## src/hw/hpio_pkg.sv

```systemverilog
// package of constants for the handler parallel io port
package hpio_pkg;
	// ---------------------------------------------------------------
	// register map (word index equals byte address, plain port)
	// ---------------------------------------------------------------
	localparam logic [3:0] ADDR_PORT_A = 4'h0; // first output port data
	localparam logic [3:0] ADDR_PORT_B = 4'h1; // second output port data
	localparam logic [3:0] ADDR_PORT_C = 4'h2; // first 4-bit port data
	localparam logic [3:0] ADDR_PORT_D = 4'h3; // second 4-bit port data
	localparam logic [3:0] ADDR_PORT_E = 4'h4; // combined 8-bit port (c low, d high)
	localparam logic [3:0] ADDR_PORT_F = 4'h5; // combined 16-bit output (a low, b high)
	localparam logic [3:0] ADDR_CTRL = 4'h6; // configuration bits
	localparam logic [3:0] ADDR_STAT = 4'h7; // status bits
	localparam logic [3:0] ADDR_MEAS = 4'h8; // measurement event strobes (write only)
	// ---------------------------------------------------------------
	// control register fields
	// ---------------------------------------------------------------
	localparam int CTRL_DIR_C = 0; // 1: port c drives
	localparam int CTRL_DIR_D = 1; // 1: port d drives
	localparam int CTRL_DATA_POS = 2; // 1: data lines active high
	localparam int CTRL_FLAG_POS = 3; // 1: latched flags asserted high
	localparam int CTRL_IDX_SEL = 4; // 1: b6 line carries measurement complete
	localparam int CTRL_RTR_SEL = 5; // 1: b7 line carries ready for trigger
	localparam int CTRL_PT_TRIG = 6; // 1: per point triggering
	localparam int CTRL_FLAG_CLR = 7; // write 1: deassert latched flags
	localparam logic [7:0] CTRL_RST = 8'h00; // reset value of control
	// ---------------------------------------------------------------
	// measurement strobe fields (from the instrument sequencer)
	// ---------------------------------------------------------------
	localparam int MEAS_TRIG = 0; // trigger accepted
	localparam int MEAS_POINT = 1; // a point finished
	localparam int MEAS_SWEEP = 2; // the whole sweep finished
	localparam int MEAS_ARM = 3; // ready to accept a trigger
	localparam logic [7:0] DATA_RST = 8'h00; // reset value of port data
endpackage : hpio_pkg

```

## src/hw/hpio_top.sv

```systemverilog
// handler parallel io port: output, bidirectional and status lines
// Function
// - two 8-bit outputs, two 4-bit bidirectional ports
// - ports combine to 16-bit out, 8-bit in
// - data lines active low, polarity invertible
// - low pulse asserts both latched flags
// - latched flag polarity selectable by software
// - first port eight dedicated active-low outputs
// - second port eight outputs, top bits shareable
// - measurement complete low after all sweeps
// - handler waits for calculation before reading data
// - point trigger: complete high first, low last
// - ready-for-trigger low when trigger acceptable
// - ready-for-trigger high on first trigger
// - ready returns low per point or sweep
// - select b6 data or measurement complete
// - select b7 data or ready for trigger
//
// The strobed register port and the placing of the registers are this design's own decisions.
`timescale 1ns/10ps
module hpio_top
	import hpio_pkg::*;
(
	input wire logic CLK_IN,
	input wire logic RSTN_IN,
	input wire logic [3:0] ADDR_IN,
	input wire logic [15:0] WDATA_IN,
	input wire logic WR_IN,
	input wire logic RD_IN,
	output logic [15:0] RDATA_OUT,
	input wire logic FLAG_SET_PULSE_IN,
	output logic LATCHED_FLAG_FIRST_OUT,
	output logic LATCHED_FLAG_SECOND_OUT,
	output logic [7:0] PORT_A_OUT,
	output logic [7:0] PORT_B_OUT,
	input wire logic [3:0] PORT_C_IN,
	output logic [3:0] PORT_C_OUT,
	output logic [3:0] PORT_C_OEN_OUT,
	input wire logic [3:0] PORT_D_IN,
	output logic [3:0] PORT_D_OUT,
	output logic [3:0] PORT_D_OEN_OUT,
	output logic PORT_C_STATUS_OUT,
	output logic PORT_D_STATUS_OUT
);
	import hpio_pkg::*;
	// ---------------------------------------------------------------
	// state
	// ---------------------------------------------------------------
	logic [7:0] port_a_r; // logical data, port a
	logic [7:0] port_b_r; // logical data, port b
	logic [3:0] port_c_r; // logical data, port c
	logic [3:0] port_d_r; // logical data, port d
	logic [7:0] ctrl_r; // configuration
	logic flag_r; // latched flag asserted
	logic complete_r; // measurement complete asserted
	logic ready_r; // ready for trigger asserted
	logic [3:0] c_meta_r, c_sync_r; // port c input synchroniser
	logic [3:0] d_meta_r, d_sync_r; // port d input synchroniser
	logic flag_fall; // one cycle per handler pulse
	logic [7:0] pol; // xor mask for data lines
	logic wr_ctrl, wr_meas; // decoded writes
	assign pol = ctrl_r[CTRL_DATA_POS] ? 8'h00 : 8'hff;
	assign wr_ctrl = WR_IN && (ADDR_IN == ADDR_CTRL);
	assign wr_meas = WR_IN && (ADDR_IN == ADDR_MEAS);
	// ---------------------------------------------------------------
	// pulse input edge detection
	// ---------------------------------------------------------------
	hpio_edge_sync u_sync (
		.clk_in(CLK_IN),
		.rstn_in(RSTN_IN),
		.async_in(FLAG_SET_PULSE_IN),
		.fall_out(flag_fall)
	);
	// ---------------------------------------------------------------
	// configuration register
	// ---------------------------------------------------------------
	always_ff @(posedge CLK_IN) begin
		if (!RSTN_IN) begin
			ctrl_r <= CTRL_RST;
		end else if (wr_ctrl) begin
			ctrl_r <= {1'b0, WDATA_IN[6:0]}; // clear bit is self clearing
		end
	end
	// ---------------------------------------------------------------
	// port data registers, single and combined views
	// ---------------------------------------------------------------
	always_ff @(posedge CLK_IN) begin
		if (!RSTN_IN) begin
			port_a_r <= DATA_RST;
			port_b_r <= DATA_RST;
			port_c_r <= DATA_RST[3:0];
			port_d_r <= DATA_RST[3:0];
		end else if (WR_IN) begin
			case (ADDR_IN)
				ADDR_PORT_A: port_a_r <= WDATA_IN[7:0];
				ADDR_PORT_B: port_b_r <= WDATA_IN[7:0];
				ADDR_PORT_C: port_c_r <= WDATA_IN[3:0];
				ADDR_PORT_D: port_d_r <= WDATA_IN[3:0];
				ADDR_PORT_E: begin
					port_c_r <= WDATA_IN[3:0];
					port_d_r <= WDATA_IN[7:4];
				end
				ADDR_PORT_F: begin
					port_a_r <= WDATA_IN[7:0];
					port_b_r <= WDATA_IN[15:8];
				end
				default: ;
			endcase
		end
	end
	// ---------------------------------------------------------------
	// latched flags: set by handler pulse, set wins over clear
	// ---------------------------------------------------------------
	always_ff @(posedge CLK_IN) begin
		if (!RSTN_IN) begin
			flag_r <= 1'b0;
		end else if (flag_fall) begin
			flag_r <= 1'b1;
		end else if (wr_ctrl && WDATA_IN[CTRL_FLAG_CLR]) begin
			flag_r <= 1'b0;
		end
	end
	// ---------------------------------------------------------------
	// measurement status tracking
	// ---------------------------------------------------------------
	always_ff @(posedge CLK_IN) begin
		if (!RSTN_IN) begin
			complete_r <= 1'b0;
		end else if (wr_meas && WDATA_IN[MEAS_SWEEP]) begin
			complete_r <= 1'b1;
		end else if (wr_meas && WDATA_IN[MEAS_TRIG] && !complete_r) begin
			complete_r <= complete_r; // mid sweep, hold
		end else if (wr_meas && WDATA_IN[MEAS_ARM]) begin
			complete_r <= 1'b0; // new sweep starting
		end
	end
	always_ff @(posedge CLK_IN) begin
		if (!RSTN_IN) begin
			ready_r <= 1'b0;
		end else if (wr_meas && WDATA_IN[MEAS_TRIG]) begin
			ready_r <= 1'b0;
		end else if (wr_meas && WDATA_IN[MEAS_SWEEP]) begin
			ready_r <= 1'b1;
		end else if (wr_meas && WDATA_IN[MEAS_POINT] && ctrl_r[CTRL_PT_TRIG]) begin
			ready_r <= 1'b1;
		end else if (wr_meas && WDATA_IN[MEAS_ARM]) begin
			ready_r <= 1'b1;
		end
	end
	// ---------------------------------------------------------------
	// input synchronisers for bidirectional ports
	// ---------------------------------------------------------------
	always_ff @(posedge CLK_IN) begin
		if (!RSTN_IN) begin
			c_meta_r <= 4'hf;
			c_sync_r <= 4'hf;
			d_meta_r <= 4'hf;
			d_sync_r <= 4'hf;
		end else begin
			c_meta_r <= PORT_C_IN;
			c_sync_r <= c_meta_r;
			d_meta_r <= PORT_D_IN;
			d_sync_r <= d_meta_r;
		end
	end
	// ---------------------------------------------------------------
	// pin drivers, all registered
	// ---------------------------------------------------------------
	always_ff @(posedge CLK_IN) begin
		if (!RSTN_IN) begin
			PORT_A_OUT <= 8'hff;
			PORT_B_OUT <= 8'hff;
			PORT_C_OUT <= 4'hf;
			PORT_D_OUT <= 4'hf;
			PORT_C_OEN_OUT <= 4'hf;
			PORT_D_OEN_OUT <= 4'hf;
			PORT_C_STATUS_OUT <= 1'b0;
			PORT_D_STATUS_OUT <= 1'b0;
			LATCHED_FLAG_FIRST_OUT <= 1'b1;
			LATCHED_FLAG_SECOND_OUT <= 1'b1;
		end else begin
			PORT_A_OUT <= port_a_r ^ pol;
			PORT_B_OUT[5:0] <= port_b_r[5:0] ^ pol[5:0];
			PORT_B_OUT[6] <= ctrl_r[CTRL_IDX_SEL] ? ~complete_r
				: (port_b_r[6] ^ pol[6]);
			PORT_B_OUT[7] <= ctrl_r[CTRL_RTR_SEL] ? ~ready_r
				: (port_b_r[7] ^ pol[7]);
			PORT_C_OUT <= port_c_r ^ pol[3:0];
			PORT_D_OUT <= port_d_r ^ pol[3:0];
			PORT_C_OEN_OUT <= {4{~ctrl_r[CTRL_DIR_C]}}; // low while driving
			PORT_D_OEN_OUT <= {4{~ctrl_r[CTRL_DIR_D]}};
			PORT_C_STATUS_OUT <= ctrl_r[CTRL_DIR_C];
			PORT_D_STATUS_OUT <= ctrl_r[CTRL_DIR_D];
			LATCHED_FLAG_FIRST_OUT <= flag_r ^ ~ctrl_r[CTRL_FLAG_POS];
			LATCHED_FLAG_SECOND_OUT <= flag_r ^ ~ctrl_r[CTRL_FLAG_POS];
		end
	end
	// ---------------------------------------------------------------
	// read data, one cycle after strobe
	// ---------------------------------------------------------------
	always_ff @(posedge CLK_IN) begin
		if (!RSTN_IN) begin
			RDATA_OUT <= 16'h0000;
		end else if (RD_IN) begin
			case (ADDR_IN)
				ADDR_PORT_A: RDATA_OUT <= {8'h00, port_a_r};
				ADDR_PORT_B: RDATA_OUT <= {8'h00, port_b_r};
				ADDR_PORT_C: RDATA_OUT <= {12'h000, ctrl_r[CTRL_DIR_C] ? port_c_r
					: (c_sync_r ^ pol[3:0])};
				ADDR_PORT_D: RDATA_OUT <= {12'h000, ctrl_r[CTRL_DIR_D] ? port_d_r
					: (d_sync_r ^ pol[3:0])};
				ADDR_PORT_E: RDATA_OUT <= {8'h00, d_sync_r ^ pol[3:0],
					c_sync_r ^ pol[3:0]};
				ADDR_PORT_F: RDATA_OUT <= {port_b_r, port_a_r};
				ADDR_CTRL: RDATA_OUT <= {8'h00, ctrl_r};
				ADDR_STAT: RDATA_OUT <= {13'h0, ready_r, complete_r, flag_r};
				default: RDATA_OUT <= 16'h0000;
			endcase
		end else begin
			RDATA_OUT <= 16'h0000;
		end
	end
endmodule : hpio_top

```

## src/hw/hpio_edge_sync.sv

```systemverilog
// two flop synchroniser with falling edge detector
`timescale 1ns/10ps
module hpio_edge_sync (
	input wire logic clk_in,
	input wire logic rstn_in,
	input wire logic async_in,
	output logic fall_out
);
	logic meta_r; // first stage, read only by sync_r
	logic sync_r; // second stage
	logic prev_r; // delayed copy for edge detection
	// ---------------------------------------------------------------
	// synchroniser chain
	// ---------------------------------------------------------------
	always_ff @(posedge clk_in) begin
		if (!rstn_in) begin
			meta_r <= 1'b1;
			sync_r <= 1'b1;
			prev_r <= 1'b1;
		end else begin
			meta_r <= async_in;
			sync_r <= meta_r;
			prev_r <= sync_r;
		end
	end
	// one pulse per low-going edge
	assign fall_out = prev_r & ~sync_r;
endmodule : hpio_edge_sync

```

## config.mk

```make
export PLATFORM = sky130hd
export DESIGN_NAME = hpio_top
export DESIGN_NICKNAME = d
export VERILOG_FILES = /design/src/hw/hpio_pkg.sv /design/src/hw/hpio_top.sv /design/src/hw/hpio_edge_sync.sv
export SDC_FILE = /design/constraint.sdc
export NUM_CORES = 1
export LEC_CHECK = 0
export BUFFER_PORTS_ARGS = -buffer_cell sky130_fd_sc_hd__buf_4
export CORE_MARGIN = 1.5
export CORE_UTILIZATION = 35
export DETAILED_ROUTE_END_ITERATION = 8
export GPL_ROUTABILITY_DRIVEN = 0
export GPL_TIMING_DRIVEN = 0
export SLEW_MARGIN = 0
export SYNTH_ARGS = -nofsm -noshare
export SYNTH_HDL_FRONTEND = slang
export SYNTH_HIERARCHICAL = 1
export SYNTH_SLANG_ARGS = --single-unit
```

## constraint.sdc

```tcl
create_clock -name CLK_IN -period 4.3 [get_ports CLK_IN]
set_input_delay 0.215 -clock CLK_IN [delete_from_list [all_inputs] [get_ports CLK_IN]]
set_output_delay 0.215 -clock CLK_IN [all_outputs]
set_load 0.05 [all_outputs]
```

# After elaboration in Yosys (flattened, before gate mapping)

Index checks and enable logic that the tools add are counted.

Output and inout bits: 52
Register bits: 98
Logic and storage cells: 92
Bits of input ports: 33

Bitwise operators: 17
Muxes and demuxes: 16
Equal/unequal tests: 9
Reduce and logical (&&, ||, !) cells: 25

Operator list:

| operator             | number |
|---|---|
| $pmux W16 S8         | 1 |
| $eq A4 B3 Y1 const B | 4 |
| $pmux W8 S2          | 1 |
| $xor A4 B4 Y4        | 4 |
| $reduce_and A2 Y1    | 6 |
| $mux W1              | 10 |
| $logic_and A1 B1 Y1  | 9 |
| $eq A4 B2 Y1 const B | 2 |
| $mux W4              | 2 |
| $mux W8              | 1 |
| $pmux W4 S2          | 1 |
| $reduce_bool A2 Y1   | 4 |
| $xor A8 B8 Y8        | 1 |
| $not A1 Y1           | 7 |
| $reduce_or A2 Y1     | 3 |
| $xor A6 B6 Y6        | 1 |
| $eq A4 B1 Y1 const B | 1 |
| $eq A4 B4 Y1 const B | 1 |
| $logic_not A4 Y1     | 1 |
| $reduce_bool A3 Y1   | 1 |
| $xor A1 B1 Y1        | 3 |
| $ne A2 B2 Y1 const B | 1 |
| $and A1 B1 Y1        | 1 |
| $logic_not A1 Y1     | 1 |

# Longest topological paths before layout

Gate-level depths: netlist of run 1.

Word-level depth: 6
Depth in mapped cells: 6
Depth with buffers taken out: 4

# By module

The synthesis of run 1 kept the hierarchy.

Modules (own cells, without submodules):

| module         | cells an instance | instances | seq. area each (um^2) | area an instance (um^2) |
|---|---|---|---|---|
| hpio_top       | 380               | 1         | 1901.8                | 3803.6 |
| hpio_edge_sync | 7                 | 1         | 60.1                  | 85.1 |

# Worst setup path after synthesis of run 1

No wires, ideal clock.

Path kind: register to register
From: register ctrl_r[2]
To: register RDATA_OUT[1]
Stages on the path, launching flop included: 7
Clock period less this slack: 1415 ps
Setup slack: 2885 ps
Library setup time: 131 ps
Required time: 4169 ps
Path buffers: 2
Arrival time: 1284 ps
Cell sequence: dfxtp_1 > buf_2 > buf_2 > xor2_1 > o22ai_1 > a221oi_1 > o22ai_1

Cells in the longest elaborated chain, start to end: 4
Elaborated cells on any way between the ends: 6
Classes of those cells: mux: 4; bitwise: 2

Ends and longest elaborated chain:

| what                             | RTL line                                          | RTL |
|---|---|---|
| from (decl)                      | hpio_top.sv:53                                    | `logic [7:0] ctrl_r;` |
| from (signal assigned)           | hpio_top.sv:81                                    | `ctrl_r <= {1'b0, WDATA_IN[6:0]};` |
| $mux W8 *                        | hpio_top.sv:62                                    | `assign pol = ctrl_r[CTRL_DATA_POS] ? 8'h00 : 8'hff;` |
| $xor A4 B4 Y4 (on tied branches) | hpio_top.sv:211, hpio_top.sv:209, hpio_top.sv:213 |  |
| $mux W4 (on tied branches)       | hpio_top.sv:210, hpio_top.sv:208                  |  |
| $pmux W16 S8 *                   | hpio_top.sv:205                                   | `case (ADDR_IN)` |
| to (signal assigned)             | hpio_top.sv:206                                   | `ADDR_PORT_A: RDATA_OUT <= {8'h00, port_a_r};` |
| to (signal assigned)             | hpio_top.sv:210                                   | `ADDR_PORT_D: RDATA_OUT <= {12'h000, ctrl_r[CTRL_DIR_D] ? port_d_r` |
| to (signal assigned)             | hpio_top.sv:212                                   | `ADDR_PORT_E: RDATA_OUT <= {8'h00, d_sync_r ^ pol[3:0],` |
| to (decl)                        | hpio_top.sv:30                                    | `output logic [15:0] RDATA_OUT,` |

Mark *: on every way between the ends. The rest lies on a longest branch, timed or not.
A chain may end at the register's enable or synchronous reset.

# Worst setup path after layout of run 1

Ends and elaborated chain as after synthesis.

==> results.cfg, run 1 <==
[final_layout]
nNetsFinal = 515
areaGrowthSynthToFinish_pct = 26.1
final_core_util_pct = 45.2
diodes = 0
fin_cells = 627
fin_area_um2 = 4900
drive_gt1_share_pct = 27.5

[setup_path]
cp-start-kind = flop
reg2reg_slack_ns = 2.57
crit_path_max_fanout = 10
crit_type = reg2reg
worstReg2RegStart = ctrl_r[2]
required_ns = 4.54
cp.arrival_ns = 1.97
r2r_cells = 6
crit_path_end_kind = flop
reg2reg_to = RDATA_OUT[1]

[job]
maxCapViolCount = 0

[drt]
routedWlPerCell_um = 15.2
drtIter0Drc = 170
ant_nets = 0
firstDrtPassIters = 4
wl_um = 9560
vias = 2996
drc_errors = 0
viasPerCell = 4.78

[sta]
fin_crit_sh_pct = 40.3
period_needed_ns = 1.73
tightest_slew_ns = 1.03
setup_tns_ns = 0
grt_setup_unrepaired = false
slew_headroom_pct = 30.9
maxSlewViolCount = 0
setup_viol = 0
worst_clock_skew_ns = 0.0160
fmax_ghz = 0.577
hold_viol = 0

[global_routing]
grt_max_degree = 19
grt_overflow = 0
grt_usage_pct = 17.6
grt_antenna_before_repair = 0
grt_pass1_wl_um = 15500
grt_pass1_vias = 2916

[run_status]
status = finished, final reports clean

[synth]
synth_fp_nets = 420
ys_ff_latch = 98
ys_seq_area_share_pct = 50.5
syn_avg_cell_area_um2 = 10.0
syn_inst = 387
ys_types = 47
yosysWarningCount = 6
synth-main-ff-cell = dfxtp_1
async_flop_share_pct = 0
syn_area_um2 = 3890
synth_edf_count = 0

[placement]
place_area_um2 = 4690
port_buffers = 84
hpwlAfterDp_um = 7100
placed_cells = 611

[hold_path]
hold_depth = 2
min_path_type = in2reg
whs_endpoint = c_meta_r[0]
worstHoldStart = PORT_C_IN[0]

[floorplanning]
core_um2 = 10800
num_rows = 38
dieWidth_um = 108
pin_count = 85
die_area_um2 = 11800
die_h_um = 108
initial_utilization_pct = 35.9

[power]
p_leak_uw = 0.00210
power_uw = 1740
power_density_nw_per_um2 = 354
vdd_drop_max_v = 0.000170

[clock_network]
ctsResizeCount = 0
cts_root_buffer = clkbuf_8
htreeDepth = 3
clock_latency_ns = 0.37
cts_made_buffers = 9
cts_num_sinks = 98
clk_pin_slew_ns = 0.09
hold_buffers = 0
cts_setup_buffers = 0
cts_tree = built
clk_path_buf_depth = 2
[how the worst max path moves through the flow]
stage	from	to	slack (ns)	cells after the start
6_report	ctrl_r[2]	RDATA_OUT[1]	2.57	6
3_5_place_dp	ADDR_IN[2]	RDATA_OUT[0]	2.36	6
4_1_cts	ctrl_r[2]	RDATA_OUT[1]	2.55	6
3_3_place_gp	ADDR_IN[2]	RDATA_OUT[1]	2.36	6
2_1_floorplan	ctrl_r[2]	RDATA_OUT[1]	2.88	6
5_1_grt	ctrl_r[2]	RDATA_OUT[1]	2.42	6
[per-layer routing]
layer	track usage [%]	part of all wire, %	vias to the layer above
met5	0	0	-
met4	8.27	3.1	0
met3	4.46	7.2	24
met2	27.5	45	108
met1	22.7	44	1375
li1	-	-	1489
[sequential cells by signal, indices dropped and copies added, names as in the netlist, 4 cells and up]
signal and flops:
d_meta_r 4, port_c_r 4, PORT_B_OUT 8, RDATA_OUT 16
port_b_r 8, port_d_r 4, PORT_A_OUT 8, PORT_C_OUT 4
ctrl_r 7, d_sync_r 4, PORT_D_OUT 4, port_a_r 8
c_meta_r 4, c_sync_r 4
[synth_stat cells (2+ instances only)]
cell	count	share of area [%]
a21oi_1	14	1.8
xor2_1	27	6.1
a222oi_1	3	0.77
nor2_1	31	3.0
xnor2_1	8	1.8
or4b_1	2	0.51
buf_2	10	1.3
clkbuf_8	2	0.71
buf_4	9	1.7
nor4b_4	2	1.2
a221oi_1	3	0.68
nand3_1	8	1.0
a21o_1	4	0.77
nand3b_1	2	0.39
and2_1	10	1.6
buf_6	3	0.87
a211oi_1	13	2.5
clkbuf_1	7	0.68
o22ai_1	5	0.80
nand2_1	48	4.6
nand2b_1	20	3.2
mux2i_1	27	6.9
a311oi_1	4	0.90
dfxtp_1	98	50
inv_1	3	0.29
o21ai_0	2	0.26
and4bb_2	2	0.64
[stage by stage]
step,worst slack [ns],hold slack (ns)
2_1_floorplan,2.88,0.288
3_3_place_gp,2.36,0.390
3_5_place_dp,2.36,0.391
4_1_cts,2.55,0.0101
5_1_grt,2.42,0.0123
6_report,2.57,0.0246
[final cells by class]
cell class / count / area [um2]
Fill cell: 1072 / 5940
Sequential cell: 98 / 1960
Timing Repair Buffer: 84 / 631
Buffer: 33 / 214
Clock buffer: 9 / 124
Clock inverter: 7 / 85.1
Inverter: 4 / 15.0
Tap cell: 140 / 175
Multi-Input combinational cell: 252 / 1700
[worst max-delay path, stage by stage, from the launching register on]
cell      delay [ns]
dfxtp_1         0.32
buf_2           0.20
buf_2           0.32
xor2_1          0.29
o22ai_1         0.12
a221oi_1        0.22
o22ai_1         0.14
[power by group]
part / switching (uW) / total (uW) / internal, uW / leakage, uW
combinational: 103 / 175 / 72.4 / 0.00120
clock: 338 / 618 / 280 / 0.0000999
sequential: 13.9 / 944 / 930 / 0.000798
total: 455 / 1740 / 1280 / 0.00210
[kinds of logic after synthesis]
family          count (synthesis)  synth area share (%)
buf+inv                        37                  5.89
compound gates                 56                  10.5
mux                            27                  6.95
xor+xnor                       35                  7.88
simple gates                  134                  18.4
flops                          98                  50.5
[layout by cell type (no fill, tap or decap), drive strengths merged, types with 3 or more instances in the layout]
master / netlist / final
a222oi: 3 / 3
inv: 3 / 6
dfxtp: 98 / 98
a211oi: 13 / 13
a21o: 4 / 4
xor2: 27 / 27
a221oi: 3 / 3
and2: 10 / 10
mux2i: 27 / 27
nand2: 48 / 48
buf: 23 / 107
o22ai: 5 / 5
nand2b: 20 / 20
xnor2: 8 / 8
a311oi: 4 / 4
nor2: 31 / 31
nand3: 8 / 8
clkbuf: 10 / 19
nand3b: 3 / 3
a21oi: 15 / 15
No activity file was read; power rests on OpenSTA's default activity.
==> inputs of run 2 (changes only) <==
Clock period 4.3 ns to 1.8 ns, I/O delays scaled along.
==> run 2 against run 1 <==
Compared with the run above: setup slack worse by 2.5 ns; hold slack worse by 0.013 ns; routed wire length up 1.6%; critical path depth up 1; non-clock buffer count up 13; via count up 2.0%; largest cell class unchanged; highest routed layer unchanged.
==> results.cfg, run 2 (synthesis gave the netlist of run 1 again) <==
[run_status]
status = finished, final reports clean

[placement]
hpwlAfterDp_um = 7100
port_buffers = 84
dp_slack_ns = -0.0186
place_area_um2 = 4690
placed_cells = 611

[clock_network]
clk_path_buf_depth = 2
cts_setup_buffers = 0
cts_root_buffer = clkbuf_8
clk_pin_slew_ns = 0.11
clock_latency_ns = 0.38
cts_made_buffers = 9
cts_tree = built
cts_num_sinks = 98
htreeDepth = 3

[drt]
viasPerCell = 4.78
routedWlPerCell_um = 15.2
vias = 3056
firstDrtPassIters = 5
ant_nets = 0
wl_um = 9710
drtIter0Drc = 168
drc_errors = 0

[global_routing]
grt_pass1_vias = 2962
grt_usage_pct = 17.7
grt_overflow = 0
grt_max_degree = 19
grt_antenna_before_repair = 0
grt_pass1_wl_um = 15600

[floorplanning]
die_area_um2 = 11800
num_rows = 38
die_h_um = 108
pin_count = 85
initial_utilization_pct = 35.9
core_um2 = 10800
dieWidth_um = 108

[final_layout]
largest_register_ffs = 16
diodes = 0
mostFrequentLayoutCells = dfxtp_1, buf_4, nand2_1
fin_area_um2 = 5050
mostFrequentLayoutCell = dfxtp_1
fillers = 1065
nNetsFinal = 528
areaGrowthSynthToFinish_pct = 29.8
largest-register = RDATA_OUT
drive_gt1_share_pct = 27.6
fin_cells = 640

[hold_path]
whs_endpoint = ctrl_r[6]
hold_depth = 3
min_path_type = in2reg
worstHoldStart = WDATA_IN[6]

[setup_path]
reg2reg_slack_ns = 0.20
r2r_cells = 6
cpPeakStageDelay_ns = 0.53
reg2reg_to = RDATA_OUT[2]
required_ns = 2.08
crit_type = in2reg
cp-start-kind = input port
cp_slowest_cell = dlygate4sd3_1
worstReg2RegStart = ctrl_r[2]
cp_top_family = buffers and inverters
cp.arrival_ns = 2.00
cp_num_buf_inv = 3
crit_path_max_fanout = 9
crit_path_end_kind = flop
crit_chain = dlygate4sd3_1, buf_4, buf_2, nand3b_4, or3b_4, a21o_1, o22ai_1

[sta]
grt_setup_unrepaired = false
hold_viol = 0
fmax_ghz = 0.580
worst_clock_skew_ns = 0.0144
period_needed_ns = 1.73
setup_viol = 0
tightest_slew_ns = 1.01
setup_ws_ns = 0.0748
maxSlewViolCount = 0
slew_headroom_pct = 31.9
fin_crit_sh_pct = 95.8

[power]
power_density_nw_per_um2 = 828
p_leak_uw = 0.00216
vdd_drop_max_v = 0.000415

[job]
maxCapViolCount = 0
[run 2: cell types whose count changed in the layout (fill, tap and decap cells not counted), sizes merged]
cell	previous run	this run
clkbuf	19	21
dlygate4sd3	0	13
buf	107	105
[run 2: power by group]
part / leakage [uW] / internal (uW) / switching [uW]
Combinational: 0.00127 / 193 / 252
Clock: 0.0000999 / 668 / 810
Sequential: 0.000798 / 2220 / 33.7
Total: 0.00216 / 3080 / 1100
[run 2: timing repair]
action                                  CTS  global route
hold buffers                             13             0
hold endpoints to repair                 13             0
endpoints found under the setup margin    0            14
gates resized for setup                   0             6
[run 2: area by class of cell]
type                            instances  area (um2)  area share [%]
Buffer                                 33         219            4.34
Clock buffer                            9         124            2.45
Clock inverter                          7        85.1            1.69
Inverter                                4        15.0           0.297
Multi-Input combinational cell        252        1710            33.8
Sequential cell                        98        1960            38.9
Tap cell                              140         175            3.47
Timing Repair Buffer                   97         761            15.1
[run 2: worst max path at each step]
stage / from / endpoint / slack (ns) / depth (start not counted)
6_report: RSTN_IN / RDATA_OUT[0] / 0.07 / 7
5_1_grt: RSTN_IN / RDATA_OUT[0] / 0.03 / 7
4_1_cts: ctrl_r[2] / RDATA_OUT[1] / 0.05 / 6
3_5_place_dp: ADDR_IN[2] / RDATA_OUT[0] / -0.02 / 6
3_3_place_gp: ADDR_IN[2] / RDATA_OUT[1] / -0.02 / 6
2_1_floorplan: ctrl_r[2] / RDATA_OUT[1] / 0.38 / 6
[run 2: through the flow]
| step | setup TNS, ns | hold WS, ns | power, uW | utilization [%] |
|---|---|---|---|---|
| floorplan | 0 | 0.163 | 2560 | - |
| global placement | -0.0491 | 0.272 | 2720 | 43.3 |
| detailed placement | -0.0220 | 0.276 | 2720 | 43.3 |
| CTS | 0 | 0.00520 | 4210 | 46.4 |
| global route | 0 | 0.0163 | 4350 | 46.6 |
| finish | 0 | 0.0117 | 4180 | 46.6 |
[run 2: metal layers]
| layer | global-route usage, % | routed length [um] |
|---|---|---|
| met1 | 22.7 | 4340 |
| met2 | 27.9 | 4380 |
| met3 | 4.46 | 710 |
| met4 | 8.27 | 282 |
| met5 | 0 | 0 |
[run 2: worst register-to-register path, cell delays in order (launching register included)]
cell	delay, ns
dfxtp_1	0.32
buf_2	0.20
clkbuf_4	0.29
xor2_1	0.27
nor2_1	0.07
a211oi_1	0.19
o32ai_1	0.14
==> inputs of run 3 (changes only) <==
Settings changed: HOLD_SLACK_MARGIN set to 0.02.
==> run 3 against run 2 <==
Compared with the run above: power is essentially flat; non-clock buffer count grew 4; routed wire length is essentially flat; sequential cell count is the same; maximum frequency grew 0.36%; setup slack gained 0.0061 ns; largest cell class unchanged; largest power group unchanged.
==> results.cfg, run 3 (synthesis gave the netlist of run 1 again) <==
[run_status]
status = finished, final reports clean

[setup_path]
cp_slowest_cell = dlygate4sd3_1
cp-start-kind = input port
crit_chain = dlygate4sd3_1, buf_4, buf_2, nand3b_4, or3b_4, a21o_1, o22ai_1
required_ns = 2.08
reg2reg_to = RDATA_OUT[2]
cp.arrival_ns = 2.00
cpPeakStageDelay_ns = 0.53
reg2reg_slack_ns = 0.20
r2r_cells = 6
crit_path_end_kind = flop
crit_type = in2reg
crit_path_max_fanout = 9
worstReg2RegStart = ctrl_r[2]

[final_layout]
multi_input_area_um2 = 1710
regArea_um2 = 1960
diodes = 0
largest-register = RDATA_OUT
largest_register_ffs = 16
nNetsFinal = 532
drive_gt1_share_pct = 27.4
fin_area_um2 = 5090
mostFrequentLayoutCell = dfxtp_1
mostFrequentLayoutCells = dfxtp_1, buf_4, nand2_1
areaGrowthSynthToFinish_pct = 30.9
fillers = 1060

[clock_network]
cts_tree = built
cts_setup_buffers = 0
htreeDepth = 3
cts_root_buffer = clkbuf_8
cts_num_sinks = 98
cts_made_buffers = 9
clk_path_buf_depth = 2
clk_pin_slew_ns = 0.10
clock_latency_ns = 0.37

[global_routing]
grt_usage_pct = 17.8
grt_pass1_vias = 2985
grt_max_degree = 19
grt_pass1_wl_um = 15700
grt_antenna_before_repair = 0
grt_overflow = 0

[sta]
maxSlewViolCount = 0
grt_setup_unrepaired = false
period_needed_ns = 1.72
tightest_slew_ns = 1.10
setup_tns_ns = 0
worst_clock_skew_ns = 0.0120
fin_crit_sh_pct = 95.5
setup_viol = 0
fmax_ghz = 0.582
hold_viol = 0
slew_headroom_pct = 26.4
holdWs_ns = 0.0524

[hold_path]
hold_depth = 3
whs_endpoint = ctrl_r[3]
min_path_type = in2reg
worstHoldStart = WDATA_IN[3]

[drt]
viasPerCell = 4.78
drc_errors = 0
drtIter0Drc = 185
wl_um = 9710
firstDrtPassIters = 5
routedWlPerCell_um = 15.1
ant_nets = 0
vias = 3079

[placement]
port_buffers = 84
place_area_um2 = 4690
hpwlAfterDp_um = 7100

[floorplanning]
pin_count = 85
die_h_um = 108
die_area_um2 = 11800
num_rows = 38
initial_utilization_pct = 35.9
dieWidth_um = 108
core_um2 = 10800

[job]
maxCapViolCount = 0

[power]
vdd_drop_max_v = 0.000417
power_density_nw_per_um2 = 821
p_leak_uw = 0.00218
run 3: layout make-up:
cell class / instances / area share [%]
multi-input combinational: 252 / 33.6
buffer: 33 / 4.30
clock inverter: 7 / 1.67
inverter: 4 / 0.295
sequential: 98 / 38.6
timing repair buffer: 101 / 15.7
tap: 140 / 3.44
clock buffer: 9 / 2.43
run 3: power breakdown:
part           internal [uW]  switching, uW  total (uW)
logic                    198            252         451
registers               2220           33.4        2260
clock network            668            805        1470
run 3: metal layers:
| metal | routed length [um] | GRT usage, % | up-vias |
|---|---|---|---|
| met2 | 4490 | 27.9 | 118 |
| met1 | 4210 | 22.9 | 1413 |
| met4 | 275 | 8.55 | 0 |
| li1 | - | - | 1527 |
| met5 | 0 | 0 | - |
| met3 | 739 | 4.34 | 21 |
run 3: critical path: cells and delay by family:
| family | cells | cell delay (ns) |
|---|---|---|
| AOI/OAI and AO/OA | 2 | 0.39 |
| buffers and inverters | 3 | 0.88 |
| and+or+nand+nor | 2 | 0.64 |
run 3: repair_timing:
action | CTS | global route
hold buffers | 17 | 0
setup endpoints to repair | 0 | 14
resized for setup | 0 | 6
endpoints found under the hold margin | 19 | 0
run 3: how the worst max path moves through the flow:
stage | depth (start not counted) | to | slack [ns] | startpoint
floorplan | 6 | RDATA_OUT[1] | 0.38 | ctrl_r[2]
global placement | 6 | RDATA_OUT[1] | -0.02 | ADDR_IN[2]
detailed placement | 6 | RDATA_OUT[0] | -0.02 | ADDR_IN[2]
CTS | 6 | RDATA_OUT[1] | 0.05 | ctrl_r[2]
global route | 7 | RDATA_OUT[0] | 0.03 | RSTN_IN
finish | 7 | RDATA_OUT[0] | 0.08 | RSTN_IN
run 3: stage by stage:
| step | std cells | power [uW] | utilization, % | setup slack [ns] |
|---|---|---|---|---|
| 2_1_floorplan | 387 | 2560 | - | 0.385 |
| 3_3_place_gp | 611 | 2720 | 43.3 | -0.0183 |
| 3_5_place_dp | 611 | 2720 | 43.3 | -0.0186 |
| 4_1_cts | 644 | 4220 | 46.8 | 0.0474 |
| 5_1_grt | 644 | 4360 | 46.9 | 0.0307 |
| 6_report | 644 | 4180 | 46.9 | 0.0809 |
